`src/logic/asfd_regs.svh`:
```
/*
  Register indices, field positions, reset values and frame lengths of the
  serial port flag and data block.
  Assumes it is included by its bare name wherever these names are used.
*/
//
// Contract
// Enable-control register, eight bits, reset zero.
// Empty flag with its enable raises interrupt.
// Complete flag with its enable raises interrupt.
// Receive enable gates full or overrun interrupt.
// Quiet enable gates the line-quiet interrupt.
// Wakeup bit waits receiver, blocks receive interrupts.
// Break bit sends break frames continuously.
// Primary status flags, reset with transmit flags.
// Empty flag cleared by status read, data write.
// Complete flag set idle, cleared like empty.
// Full flag set on transfer, status-then-data read.
// Quiet flag once per activity, blocked in wakeup.
// Overrun discards new character, keeps buffered one.
// Noise flag from split majority vote.
// Framing flag on zero stop bit.
// Parity flag on wrong parity.
// Noise, framing, parity never interrupt.
// Second status shows receiver active, rest zero.
// Data pair double buffered, high unused bits zero.
// High byte carries received and sent ninth bits.
// Enabling transmitter sets empty and complete flags.
// Disabling transmitter finishes character, drops queue.
// Frame is start, eight or nine, stop.
// Software writes high data byte before low.
// One level interrupt from all enabled sources.
`ifndef ASFD_REGS_SVH
`define ASFD_REGS_SVH

`define ASFD_IDX_CFG 8'h72
`define ASFD_IDX_CTRL 8'h73
`define ASFD_IDX_STAT1 8'h74
`define ASFD_IDX_STAT2 8'h75
`define ASFD_IDX_DHI 8'h76
`define ASFD_IDX_DLO 8'h77

`define ASFD_C_TXE_IEN 7
`define ASFD_C_TXC_IEN 6
`define ASFD_C_RX_IEN 5
`define ASFD_C_QUIET_IEN 4
`define ASFD_C_TX_ON 3
`define ASFD_C_RX_ON 2
`define ASFD_C_WAKE 1
`define ASFD_C_BREAK 0

`define ASFD_S_TXE 7
`define ASFD_S_TXC 6
`define ASFD_S_RXF 5
`define ASFD_S_IDLE 4
`define ASFD_S_OR 3
`define ASFD_S_NOISE 2
`define ASFD_S_FRAME 1
`define ASFD_S_PARITY 0

`define ASFD_F_NINE 4
`define ASFD_F_PEN 1
`define ASFD_F_PODD 0

`define ASFD_D_RX9 7
`define ASFD_D_TX9 6

`define ASFD_RST_CTRL 8'h00
`define ASFD_RST_STAT1 8'hc0
`define ASFD_RST_CFG 8'h00
`define ASFD_RX_MASK 8'h3f
`define ASFD_TX_MASK 8'hc0

`define ASFD_LEN8 4'ha
`define ASFD_LEN9 4'hb
`define ASFD_FRAME_ONES 11'h7ff
`define ASFD_FRAME_ZERO 11'h000

`endif

```
`src/logic/asfd_pkg.sv`:
```
/*
  Types shared by the serial port flag and data block.
  Assumes the register header supplies all numeric constants.
*/
package asfd_pkg;

  typedef enum logic [0:0] {ASFD_TX_IDLE, ASFD_TX_SHIFT} asfd_tx_state_e;

  typedef struct packed {
    asfd_tx_state_e state;
    logic [10:0] shreg;
    logic [3:0] cnt;
    logic pin_owned;
    logic txd;
  } asfd_tx_s;

  typedef struct packed {
    logic [3:0] cnt;
    logic seen_active;
    logic pulse;
  } asfd_quiet_s;

  typedef struct packed {
    logic [7:0] ctrl;
    logic [7:0] cfg;
    logic [7:0] flags;
    logic [7:0] armed;
    logic [8:0] rx_buf;
    logic [7:0] tx_buf;
    logic tx_ninth;
    logic tx_buf_full;
    logic preamble_pend;
    logic tx_busy_d;
    logic rx_active;
    logic irq;
    logic waitreq;
    logic [31:0] rdata;
  } asfd_top_s;

endpackage : asfd_pkg

```
`src/logic/asfd_tx_shifter.sv`:
```
/*
  Transmit shift register: sends one loaded frame LSB first, one bit per
  bit tick, and owns the transmit pin while the transmitter is enabled.
  Assumes the bit tick is a one-cycle pulse from an outside rate divider.
*/
`timescale 1ns/100ps
`include "asfd_regs.svh"

module asfd_tx_shifter (
  input wire logic clock,
  input wire logic reset_n,
  input wire logic clk_en,
  input wire logic bit_tick,
  input wire logic transmitter_on,
  input wire logic load,
  input wire logic [10:0] frame,
  input wire logic [3:0] frame_len,
  output logic busy,
  output logic txd,
  output logic txd_oe_n
);
  import asfd_pkg::*;

  asfd_tx_s s_ff;
  asfd_tx_s nxt_s;

  // Loads a frame, shifts it out and releases the pin on a bit tick.
  always_comb begin
    nxt_s = s_ff;
    if (transmitter_on) begin
      nxt_s.pin_owned = 1'b1;
    end else if (bit_tick && s_ff.state == ASFD_TX_IDLE) begin
      nxt_s.pin_owned = 1'b0;
    end
    case (s_ff.state)
      ASFD_TX_IDLE: begin
        if (load) begin
          nxt_s.shreg = frame;
          nxt_s.cnt = frame_len;
          nxt_s.state = ASFD_TX_SHIFT;
        end
      end
      ASFD_TX_SHIFT: begin
        if (bit_tick) begin
          if (s_ff.cnt == 4'h0) begin
            nxt_s.state = ASFD_TX_IDLE;
            nxt_s.txd = 1'b1;
          end else begin
            nxt_s.txd = s_ff.shreg[0];
            nxt_s.shreg = {1'b1, s_ff.shreg[10:1]};
            nxt_s.cnt = s_ff.cnt - 4'h1;
          end
        end
      end
      default: nxt_s.state = ASFD_TX_IDLE;
    endcase
  end

  // State register, frozen while the clock enable is low.
  always_ff @(posedge clock or negedge reset_n) begin
    if (!reset_n) begin
      s_ff <= '{state: ASFD_TX_IDLE, shreg: `ASFD_FRAME_ONES, cnt: 4'h0, pin_owned: 1'b0, txd: 1'b1};
    end else if (clk_en) begin
      s_ff <= nxt_s;
    end
  end

  assign busy = (s_ff.state == ASFD_TX_SHIFT);
  assign txd = s_ff.txd;
  assign txd_oe_n = ~s_ff.pin_owned;

endmodule : asfd_tx_shifter

```
`src/logic/asfd_quiet_detect.sv`:
```
/*
  Line-quiet detector: pulses once when the receive line, after being
  active, has stayed high for a full character time of bit ticks.
  Assumes the receive line input is synchronous to the clock.
*/
`timescale 1ns/100ps
`include "asfd_regs.svh"

module asfd_quiet_detect (
  input wire logic clock,
  input wire logic reset_n,
  input wire logic clk_en,
  input wire logic enable,
  input wire logic bit_tick,
  input wire logic rxd,
  input wire logic [3:0] frame_len,
  output logic quiet_pulse
);
  import asfd_pkg::*;

  asfd_quiet_s s_ff;
  asfd_quiet_s nxt_s;

  // Counts high bit times; only an earlier low level re-arms the pulse.
  always_comb begin
    nxt_s = s_ff;
    nxt_s.pulse = 1'b0;
    if (!enable) begin
      nxt_s.cnt = 4'h0;
      nxt_s.seen_active = 1'b0;
    end else if (bit_tick) begin
      if (!rxd) begin
        nxt_s.cnt = 4'h0;
        nxt_s.seen_active = 1'b1;
      end else if (s_ff.seen_active) begin
        if (s_ff.cnt == frame_len - 4'h1) begin
          nxt_s.pulse = 1'b1;
          nxt_s.seen_active = 1'b0;
          nxt_s.cnt = 4'h0;
        end else begin
          nxt_s.cnt = s_ff.cnt + 4'h1;
        end
      end
    end
  end

  // State register, frozen while the clock enable is low.
  always_ff @(posedge clock or negedge reset_n) begin
    if (!reset_n) begin
      s_ff <= '{cnt: 4'h0, seen_active: 1'b0, pulse: 1'b0};
    end else if (clk_en) begin
      s_ff <= nxt_s;
    end
  end

  assign quiet_pulse = s_ff.pulse;

endmodule : asfd_quiet_detect

```
`src/logic/asfd_top.sv`:
```
/*
  Serial port flag, control and data buffer block: enable control, status
  flags with their read-then-access clearing, double-buffered data and a
  single interrupt request, reached over an Avalon-MM slave.
  Assumes an outside bit-rate divider gives bit_tick and an outside
  receive sampler delivers each whole character with its noise and stop
  bit; all inputs are synchronous to clock.
*/
// Our own choice: register access over Avalon-MM.
`timescale 1ns/100ps
`include "asfd_regs.svh"

module asfd_top #(
  parameter int ADDR_W = 10
) (
  input wire logic clock,
  input wire logic reset_n,
  input wire logic clk_en,
  input wire logic [ADDR_W-1:0] avs_address,
  input wire logic avs_read,
  input wire logic avs_write,
  input wire logic [31:0] avs_writedata,
  input wire logic [3:0] avs_byteenable,
  output logic [31:0] avs_readdata,
  output logic avs_waitrequest,
  input wire logic bit_tick,
  input wire logic rxd,
  input wire logic rx_char_strobe,
  input wire logic [8:0] rx_char_bits,
  input wire logic rx_char_noise,
  input wire logic rx_char_stop_bit,
  input wire logic rx_busy,
  output logic txd_out,
  output logic txd_oe_n,
  output logic irq
);
  import asfd_pkg::*;

  // The register map needs byte addresses up to four times the top index.
  if (ADDR_W < 9) begin : g_addr_check
    $error("ADDR_W too small for the register map.");
  end

  asfd_top_s s_ff;
  asfd_top_s nxt_s;

  logic tx_busy;
  logic quiet_pulse;
  logic load_now;
  logic [10:0] load_frame;
  logic [3:0] frame_len;

  // True when a byte address selects the register at the given index.
  function automatic logic reg_hit(input logic [ADDR_W-1:0] addr, input logic [7:0] idx);
    logic [ADDR_W-1:0] want;
    want = ADDR_W'({idx, 2'b00});
    reg_hit = (addr == want);
  endfunction : reg_hit

  // Frame length follows the eight or nine data bit format.
  assign frame_len = s_ff.cfg[`ASFD_F_NINE] ? `ASFD_LEN9 : `ASFD_LEN8;

  // Chooses what the idle shifter sends next: preamble, break or data.
  always_comb begin
    load_now = 1'b0;
    load_frame = `ASFD_FRAME_ONES;
    if (s_ff.ctrl[`ASFD_C_TX_ON] && !tx_busy) begin
      if (s_ff.preamble_pend) begin
        load_now = 1'b1;
      end else if (s_ff.ctrl[`ASFD_C_BREAK]) begin
        load_now = 1'b1;
        load_frame = `ASFD_FRAME_ZERO;
      end else if (s_ff.tx_buf_full) begin
        load_now = 1'b1;
        if (s_ff.cfg[`ASFD_F_NINE]) begin
          load_frame = {1'b1, s_ff.tx_ninth, s_ff.tx_buf, 1'b0};
        end else begin
          load_frame = {2'b11, s_ff.tx_buf, 1'b0};
        end
      end
    end
  end

  asfd_tx_shifter u_tx (
    .clock(clock),
    .reset_n(reset_n),
    .clk_en(clk_en),
    .bit_tick(bit_tick),
    .transmitter_on(s_ff.ctrl[`ASFD_C_TX_ON]),
    .load(load_now),
    .frame(load_frame),
    .frame_len(frame_len),
    .busy(tx_busy),
    .txd(txd_out),
    .txd_oe_n(txd_oe_n)
  );

  asfd_quiet_detect u_quiet (
    .clock(clock),
    .reset_n(reset_n),
    .clk_en(clk_en),
    .enable(s_ff.ctrl[`ASFD_C_RX_ON]),
    .bit_tick(bit_tick),
    .rxd(rxd),
    .frame_len(frame_len),
    .quiet_pulse(quiet_pulse)
  );

  // Register access, flag set and clear, buffers and interrupt.
  always_comb begin
    logic accept;
    logic rd_acc;
    logic wr_acc;
    logic [7:0] set_f;
    logic [7:0] clr_f;
    logic [7:0] rmux;
    logic par_err;
    accept = 1'b0;
    rd_acc = 1'b0;
    wr_acc = 1'b0;
    set_f = 8'h00;
    clr_f = 8'h00;
    rmux = 8'h00;
    par_err = 1'b0;
    nxt_s = s_ff;

    // Slave handshake: waitrequest drops one cycle after a request.
    accept = (avs_read || avs_write) && !s_ff.waitreq;
    rd_acc = accept && avs_read;
    wr_acc = accept && avs_write && avs_byteenable[0];
    nxt_s.waitreq = 1'b1;

    // Read multiplexer; unmapped addresses read zero.
    if (reg_hit(avs_address, `ASFD_IDX_CFG)) begin
      rmux = s_ff.cfg;
    end else if (reg_hit(avs_address, `ASFD_IDX_CTRL)) begin
      rmux = s_ff.ctrl;
    end else if (reg_hit(avs_address, `ASFD_IDX_STAT1)) begin
      rmux = s_ff.flags;
    end else if (reg_hit(avs_address, `ASFD_IDX_STAT2)) begin
      rmux = {7'h00, s_ff.rx_active};
    end else if (reg_hit(avs_address, `ASFD_IDX_DHI)) begin
      rmux = {s_ff.rx_buf[8], s_ff.tx_ninth, 6'h00};
    end else if (reg_hit(avs_address, `ASFD_IDX_DLO)) begin
      rmux = s_ff.rx_buf[7:0];
    end
    // Read data is captured for reads only, so it holds across writes.
    if ((avs_read || avs_write) && s_ff.waitreq) begin
      nxt_s.waitreq = 1'b0;
      if (avs_read) begin
        nxt_s.rdata = {24'h000000, rmux};
      end
    end

    // A status read arms exactly the flags it returned as set.
    if (rd_acc && reg_hit(avs_address, `ASFD_IDX_STAT1)) begin
      nxt_s.armed = s_ff.rdata[7:0];
    end

    // Data read completes the receive flag clearing sequence.
    if (rd_acc && reg_hit(avs_address, `ASFD_IDX_DLO)) begin
      clr_f = s_ff.armed & `ASFD_RX_MASK;
      nxt_s.armed = s_ff.armed & ~`ASFD_RX_MASK;
    end

    // Data writes load the transmit buffer; only the low-byte write clears armed transmit flags.
    if (wr_acc && reg_hit(avs_address, `ASFD_IDX_DHI)) begin
      nxt_s.tx_ninth = avs_writedata[`ASFD_D_TX9];
    end
    if (wr_acc && reg_hit(avs_address, `ASFD_IDX_DLO)) begin
      nxt_s.tx_buf = avs_writedata[7:0];
      nxt_s.tx_buf_full = s_ff.ctrl[`ASFD_C_TX_ON];
      clr_f = clr_f | (s_ff.armed & `ASFD_TX_MASK);
      nxt_s.armed = nxt_s.armed & ~`ASFD_TX_MASK;
    end

    // Frame format register.
    if (wr_acc && reg_hit(avs_address, `ASFD_IDX_CFG)) begin
      nxt_s.cfg = avs_writedata[7:0];
    end

    // Quiet line ends wakeup wait, or else raises the quiet flag.
    if (quiet_pulse) begin
      if (s_ff.ctrl[`ASFD_C_WAKE]) begin
        nxt_s.ctrl[`ASFD_C_WAKE] = 1'b0;
      end else begin
        set_f[`ASFD_S_IDLE] = 1'b1;
      end
    end

    // Control writes; a software write wins over the wakeup release.
    if (wr_acc && reg_hit(avs_address, `ASFD_IDX_CTRL)) begin
      nxt_s.ctrl = avs_writedata[7:0];
      if (avs_writedata[`ASFD_C_TX_ON] && !s_ff.ctrl[`ASFD_C_TX_ON]) begin
        set_f[`ASFD_S_TXE] = 1'b1;
        set_f[`ASFD_S_TXC] = 1'b1;
        nxt_s.preamble_pend = 1'b1;
      end
    end

    // Disabled transmitter drops anything still queued.
    if (!nxt_s.ctrl[`ASFD_C_TX_ON]) begin
      nxt_s.tx_buf_full = 1'b0;
      nxt_s.preamble_pend = 1'b0;
    end

    // Shifter hand-off empties the buffer or retires the preamble.
    if (load_now) begin
      if (s_ff.preamble_pend) begin
        nxt_s.preamble_pend = 1'b0;
      end else if (!s_ff.ctrl[`ASFD_C_BREAK]) begin
        nxt_s.tx_buf_full = 1'b0;
        set_f[`ASFD_S_TXE] = 1'b1;
      end
    end

    // Shifter going idle with nothing to send completes the queue.
    nxt_s.tx_busy_d = tx_busy;
    if (s_ff.tx_busy_d && !tx_busy && !load_now) begin
      set_f[`ASFD_S_TXC] = 1'b1;
      if (!s_ff.ctrl[`ASFD_C_TX_ON]) begin
        set_f[`ASFD_S_TXE] = 1'b1;
      end
    end

    // Received character: transfer, or overrun when the buffer is held.
    par_err = (s_ff.cfg[`ASFD_F_NINE] ? ^rx_char_bits : ^rx_char_bits[7:0]) ^ s_ff.cfg[`ASFD_F_PODD];
    if (rx_char_strobe && s_ff.ctrl[`ASFD_C_RX_ON] && !s_ff.ctrl[`ASFD_C_WAKE]) begin
      if (s_ff.flags[`ASFD_S_RXF] || s_ff.flags[`ASFD_S_FRAME]) begin
        set_f[`ASFD_S_OR] = 1'b1;
      end else begin
        nxt_s.rx_buf = s_ff.cfg[`ASFD_F_NINE] ? rx_char_bits : {1'b0, rx_char_bits[7:0]};
        set_f[`ASFD_S_RXF] = 1'b1;
        set_f[`ASFD_S_NOISE] = rx_char_noise;
        set_f[`ASFD_S_FRAME] = !rx_char_stop_bit;
        set_f[`ASFD_S_PARITY] = s_ff.cfg[`ASFD_F_PEN] && par_err;
      end
    end

    // Flags: a set in the same cycle as its clear wins.
    nxt_s.flags = (s_ff.flags & ~clr_f) | set_f;
    nxt_s.rx_active = rx_busy;

    // One level request; noise, framing and parity take no part.
    nxt_s.irq = (s_ff.flags[`ASFD_S_TXE] && s_ff.ctrl[`ASFD_C_TXE_IEN])
      || (s_ff.flags[`ASFD_S_TXC] && s_ff.ctrl[`ASFD_C_TXC_IEN])
      || (s_ff.ctrl[`ASFD_C_RX_IEN] && !s_ff.ctrl[`ASFD_C_WAKE]
          && (s_ff.flags[`ASFD_S_RXF] || s_ff.flags[`ASFD_S_OR]))
      || (s_ff.flags[`ASFD_S_IDLE] && s_ff.ctrl[`ASFD_C_QUIET_IEN]);
  end

  // State register, frozen while the clock enable is low.
  always_ff @(posedge clock or negedge reset_n) begin
    if (!reset_n) begin
      s_ff <= '{ctrl: `ASFD_RST_CTRL, cfg: `ASFD_RST_CFG, flags: `ASFD_RST_STAT1, armed: 8'h00,
                rx_buf: 9'h000, tx_buf: 8'h00, tx_ninth: 1'b0, tx_buf_full: 1'b0,
                preamble_pend: 1'b0, tx_busy_d: 1'b0, rx_active: 1'b0, irq: 1'b0,
                waitreq: 1'b1, rdata: 32'h00000000};
    end else if (clk_en) begin
      s_ff <= nxt_s;
    end
  end

  assign avs_readdata = s_ff.rdata;
  assign avs_waitrequest = s_ff.waitreq;
  assign irq = s_ff.irq;

endmodule : asfd_top

```
`config.mk`:
```
export PLATFORM = sky130hd
export DESIGN_NAME = asfd_top
export DESIGN_NICKNAME = d
export VERILOG_FILES = /design/src/logic/asfd_pkg.sv /design/src/logic/asfd_tx_shifter.sv /design/src/logic/asfd_quiet_detect.sv /design/src/logic/asfd_top.sv
export VERILOG_INCLUDE_DIRS = /design/src /design/src/logic
export SDC_FILE = /design/constraint.sdc
export NUM_CORES = 1
export LEC_CHECK = 0
export ABC_CLOCK_PERIOD_IN_PS = 2400
export BUFFER_PORTS_ARGS = -buffer_cell sky130_fd_sc_hd__buf_2
export CORE_MARGIN = 4
export CORE_UTILIZATION = 55
export CTS_BUF_LIST = sky130_fd_sc_hd__clkbuf_4 sky130_fd_sc_hd__clkbuf_8 sky130_fd_sc_hd__clkbuf_16
export DETAILED_ROUTE_END_ITERATION = 6
export GPL_TIMING_DRIVEN = 0
export PLACE_DENSITY = 0.81
export REMOVE_ABC_BUFFERS = 1
export SLEW_MARGIN = 20
export SYNTH_ARGS = -nofsm -noshare
export SYNTH_HDL_FRONTEND = slang
export SYNTH_SLANG_ARGS = --single-unit
```
`constraint.sdc`:
```
create_clock -name clock -period 2.4 [get_ports clock]
set_clock_uncertainty 0.1 [all_clocks]
set_input_delay 0.24 -clock clock [delete_from_list [all_inputs] [get_ports clock]]
set_output_delay 0.24 -clock clock [all_outputs]
set_load 0.05 [all_outputs]
```
# ---- Yosys cells after proc, flatten, opt, wreduce, memory -nomap -nowiden
# Cells that the tools add are included.
dict set report totals {
  reg_bits 88
  inputBits 66
  output_inout_bits 36
  wordCells 169
}
dict set report classes {
  add_sub_neg 3
  n_eq_ne 13
  mux 65
  n_bitwise 8
  n_reduce_logical 55
}
# op n
set op_table {}
lappend op_table {{$mux 8} 11}
lappend op_table {{$eq 10x9->1 const B} 6}
lappend op_table {{$mux 11} 3}
lappend op_table {{$mux 33} 1}
lappend op_table {{$mux 16} 2}
lappend op_table {{$pmux 16 s2} 1}
lappend op_table {{$mux 1} 28}
lappend op_table {{$logic_and 1x1->1} 24}
lappend op_table {{$mux 10} 2}
lappend op_table {{$mux 6} 3}
lappend op_table {{$or 8x8->8} 2}
lappend op_table {{$mux 15} 1}
lappend op_table {{$reduce_and 3->1} 5}
lappend op_table {{$reduce_and 2->1} 7}
lappend op_table {{$mux 2} 6}
lappend op_table {{$mux 4} 3}
lappend op_table {{$mux 5} 2}
lappend op_table {{$mux 9} 1}
lappend op_table {{$reduce_xor 9->1} 1}
lappend op_table {{$and 8x8->8} 1}
lappend op_table {{$ne 2x2->1 const B} 4}
lappend op_table {{$not 8->8} 1}
lappend op_table {{$reduce_xor 8->1} 1}
lappend op_table {{$sub 4x1->4 const B} 2}
lappend op_table {{other kinds (12)} 26}

# ---- Logic depth before layout (Yosys ltp)
dict set report logic_depth {
  ltp_word 12
  depth_mapped 7
  mapped_depth_nobuf 6
}

# ---- By module
# Synthesis repeated with hierarchy kept, for this count alone.
dict set report unflattened {
  cells_unflattened 497
  hier_area_um2 4922.2
}
# module n_inst cells_per_inst area_each_um2 seq_area_each_um2
set modules_own_cells {}
lappend modules_own_cells {asfd_top 1 350 3513.4 1605.3}
lappend modules_own_cells {asfd_tx_shifter 1 105 988.4 465.4}
lappend modules_own_cells {asfd_quiet_detect 1 42 420.4 150.1}

# ---- Least setup slack after synthesis
# OpenSTA, ideal clock, no wires.
dict set report synth_timing {
  kind {reg2reg}
  from {register s_ff (netlist bit avs_waitrequest)}
  to {register s_ff[37] (netlist bit)}
  setup_ps 122
  t_arrival_ps 1699
  required_ps 2178
  setup_slack_ps 480
  path_stages_with_launch 6
  n_path_buf 0
  synth_period_minus_slack_ps 1920
  path_cell_list {dfstp_2 -> and3b_2 -> and4_4 -> mux2i_1 -> o31ai_1 -> a32o_1}
}
dict set report synth_between {
  elab_chain_len 10
  word_cells_on_any_way 12
  cone_classes {mux (6); reduce/logical (6)}
}
# item line
set synth_rtl {}
lappend synth_rtl {{start: declaration} asfd_top.sv:44} ;# asfd_top_s s_ff;
lappend synth_rtl {{start signal: assignment} asfd_top.sv:255} ;# s_ff <= '{ctrl: `ASFD_RST_CTRL, cfg: `ASFD_RST_CFG, flags: `ASFD_RST_STAT1, armed: 8'h00,
lappend synth_rtl {{start signal: assignment} asfd_top.sv:260} ;# s_ff <= nxt_s;
lappend synth_rtl {{$logic_not 1->1 (*)} asfd_top.sv:128} ;# accept = (avs_read || avs_write) && !s_ff.waitreq;
lappend synth_rtl {{$logic_and 1x1->1 (*)} asfd_top.sv:128}
lappend synth_rtl {{$logic_and 1x1->1 (*) (2 in series)} asfd_top.sv:130} ;# wr_acc = accept && avs_write && avs_byteenable[0];
lappend synth_rtl {{$logic_and 1x1->1, on equally long branches} {asfd_top.sv:170, asfd_top.sv:192}}
lappend synth_rtl {{$mux 1 / $mux 4 (equally long branches)} {asfd_top.sv:170, asfd_top.sv:192}}
lappend synth_rtl {{$mux 2 (*)} asfd_top.sv:202} ;# if (!nxt_s.ctrl[`ASFD_C_TX_ON]) begin
lappend synth_rtl {{$mux 1} asfd_top.sv:211} ;# end else if (!s_ff.ctrl[`ASFD_C_BREAK]) begin
lappend synth_rtl {{$mux 1} asfd_top.sv:209} ;# if (s_ff.preamble_pend) begin
lappend synth_rtl {{$mux 2 (*)} asfd_top.sv:208} ;# if (load_now) begin
# Every way passes the cells marked *; elsewhere a longest branch is shown, timed or not.
# A chain may end at the register's enable or synchronous reset.

# ---- Final worst setup path
dict set report layout_timing {
  from {register s_ff[83] (netlist bit)}
  to {register u_tx.s_ff[2] (netlist bit)}
}
dict set report layout_between {
  elab_chain_len 4
}
# item line
set layout_rtl {}
lappend layout_rtl {{$logic_and 1x1->1} asfd_top.sv:67} ;# if (s_ff.ctrl[`ASFD_C_TX_ON] && !tx_busy) begin
lappend layout_rtl {{$mux 1} asfd_top.sv:67}
lappend layout_rtl {{$ne 2x2->1 (no line)} --}
lappend layout_rtl {{$reduce_and 4->1 (no line)} --}
lappend layout_rtl {{end signal: assignment} asfd_tx_shifter.sv:62} ;# s_ff <= '{state: ASFD_TX_IDLE, shreg: `ASFD_FRAME_ONES, cnt: 4'h0, pin_owned: 1'b0, txd: 1'b1};
lappend layout_rtl {{end signal: assignment} asfd_tx_shifter.sv:64} ;# s_ff <= nxt_s;
lappend layout_rtl {{end: declaration} asfd_tx_shifter.sv:24} ;# asfd_tx_s s_ff;
# Every way passes these cells.

==> metrics.cfg <==
[worst_setup_path]
r2r-start=s_ff[83]
cp_max_fo=14
endpoint_kind=flop
r2r_cells=5
cp-startpoint=s_ff[83]
cp-endpoint=u_tx.s_ff[2]
required_ps=2550
reg2reg_slack_ps=140
cp-start-kind=flop
worstSetupPathType=reg -> reg
worst-endpoint-arrival_ps=2410
worst_r2r_endpoint=u_tx.s_ff[2]

[pwr]
powerDensity_nw_per_um2=626
p_leak_nw=2.30
ir_drop_mv=0.386

[synth]
synthArstFlopShare=1.00
synth_top_area_share=0.388
synth_cells=454
synthSimpleGateAreaFrac=0.143
ys_ff_latch=88
synth_xor_xnor_area_share=0.0186
synthDistinctLibCells=67
synth_area_um2=4710
ys_seq_area_frac=0.472
synth-main-ff-cell=dfrtp_1
synth_warnings=0
synthMuxAreaShare=0.116
synth-edff-count=0
synthAdderAreaFrac=0.00798
synth-compound-area-share=0.158
avgSynthCellArea_um2=10.4
synth_top_family_by_area=compound AO/OA/AOI/OAI gates
yosys.area.top_type=dfrtp_1
synth_area_leaders=dfrtp_1 (39%), dfstp_2 (8.4%), mux2_2 (7.4%)

[sta]
max-slew-margin-rel=0.432
worst_pin_slew_ps=849
slew_violations=0
hold_violations=0
max_freq_mhz=443
period_minus_slack_ps=2260
setup_viol=0
rsz0062_at_grt=false
timing.setup.tns_ps=0
period_share=0.942

[clock_network]
clk_pin_slew_ps=90
htree_levels=3
numClockSinks=88
cts_made_buffers=9
cts_tree=built
cts_buffer_depth=2
worstSkewPairLatency_ps=360
root_buffer=clkbuf_8
ctsResizeCount=0

[grt]
grt_pass1_vias=3459
antenna_found_initial=0
grt_first_pass_wirelength_mm=17.1
grt_max_degree=54
globalRouteOverflowTotal=0
grtUsageTotal=0.217

[layout]
syn_to_final_growth_pct=8.22
finalNonFillerCells=601
mostFrequentLayoutCells=dfrtp_1 (73), nand2_1 (49), buf_2 (49), o21ai_0 (36), mux2_2 (31)
layout_commonest_cell=dfrtp_1
finalNetCount=561
diodes=0
drive_gt1_frac=0.266

[routing]
wire_per_inst_um=17.6
firstDrtPassIters=5
drtAntennaViolNets=0
drt_iter0_drc=273
finalWirelength_mm=10.6
drc_errors=0
vias=3576
viasPerCell=5.95

[floorplanning]
coreArea_um2=8260
top_level_ports=102
die_w_um=101
dieArea_um2=10100
floorplan.initialDensity=0.570
rows=33
die_y_um=101

[placed_design]
post-dp-hpwl_mm=7.82
dp.cells=584
gp_congestion=0.848
portBuffers=50

[job]
drv_cap=0

[run_status]
run_status=finished clean

[min_path]
min_path_type=in -> reg

==> critical path, stage by stage (launching register included) <==
cell      delay, ps
dfrtp_1         520
nor2b_4         260
o31a_2          220
a21oi_2          60
a211oi_4        610
mux2_1          380
==> final cells by class <==
type | instances | area [um^2]
inverters | 19 | 71.3
multi-input cells | 321 | 2180
clock inverters | 6 | 68.8
well taps | 105 | 131
flip-flops and latches | 88 | 2220
clock buffers | 9 | 124
fillers | 699 | 3170
repair buffers | 53 | 300
==> cells by family after synthesis <==
kind of cell,after synthesis
and+or+nand+nor,125
AOI/OAI and AO/OA,110
DFF,88
buffers and inverters,68
muxes,49
xor gates and xnor gates,10
adders and majority gates,3
other,1
==> power by group <==
| group | switching [mW] | internal, mW | total (mW) |
|---|---|---|---|
| Clock | 0.544 | 0.483 | 1.03 |
| Sequential | 0.0991 | 1.61 | 1.71 |
| Combinational | 0.283 | 0.171 | 0.455 |
| Total | 0.927 | 2.26 | 3.19 |
==> worst min path at each step <==
stage	to	depth (start not counted)	start	slack, ps
2_1_floorplan	avs_readdata[0]	0	reset_n	-160
3_3_place_gp	s_ff[65]	2	rx_char_stop_bit	320
3_5_place_dp	u_tx.s_ff[4]	1	reset_n	130
4_1_cts	s_ff[66]	2	rx_char_noise	9
5_1_grt	s_ff[34]	2	rx_busy	20
6_report	s_ff[34]	2	rx_busy	20
==> cells in the mapped netlist, drive strengths merged (6+ instances only) <==
library cell,count
o21ai,41
o31ai,6
nand3,13
nor2,26
clkbuf,7
nand2,50
inv,19
a22o,16
nand2b,8
buf,42
xnor2,7
mux2,43
a21oi,15
dfstp,15
dfrtp,73
mux2i,6
==> flip-flops by register name (all words and copies together) (netlist names) <==
| signal | count |
|---|---|
| u_quiet.s_ff | 5 |
| avs_readdata | 8 |
| u_quiet.quiet_pulse | 1 |
| irq | 1 |
| avs_waitrequest | 1 |
| u_tx.busy | 1 |
| s_ff | 54 |
| u_tx.s_ff | 16 |
| u_tx.txd | 1 |
==> per-layer routing <==
metal | vias up | routed length, um | GRT usage
li1 | 1628 | - | -
met1 | 1758 | 4440 | 0.287
met2 | 159 | 5110 | 0.353
met3 | 31 | 691 | 0.0381
met4 | 0 | 320 | 0.0912
met5 | - | 0 | 0
==> repair_timing <==
item                      4_1_cts  5_1_grt
hold endpoints to repair       33        0
buffers inserted                0        0
hold buffers                    2        0
==> per-stage QoR <==
step	hold slack, ps	setup slack, ps	cell area (um^2)	total power, mW	util
2_1_floorplan	-156	426	4470	2.01	-
3_5_place_dp	134	66.8	4880	2.19	0.591
5_1_grt	15.5	12.7	5090	3.31	0.617
4_1_cts	9.31	133	5090	3.20	0.617
3_3_place_gp	319	126	4850	2.15	0.587
6_report	17.7	140	5090	3.19	0.617
Power figures use the tool's default switching activity.
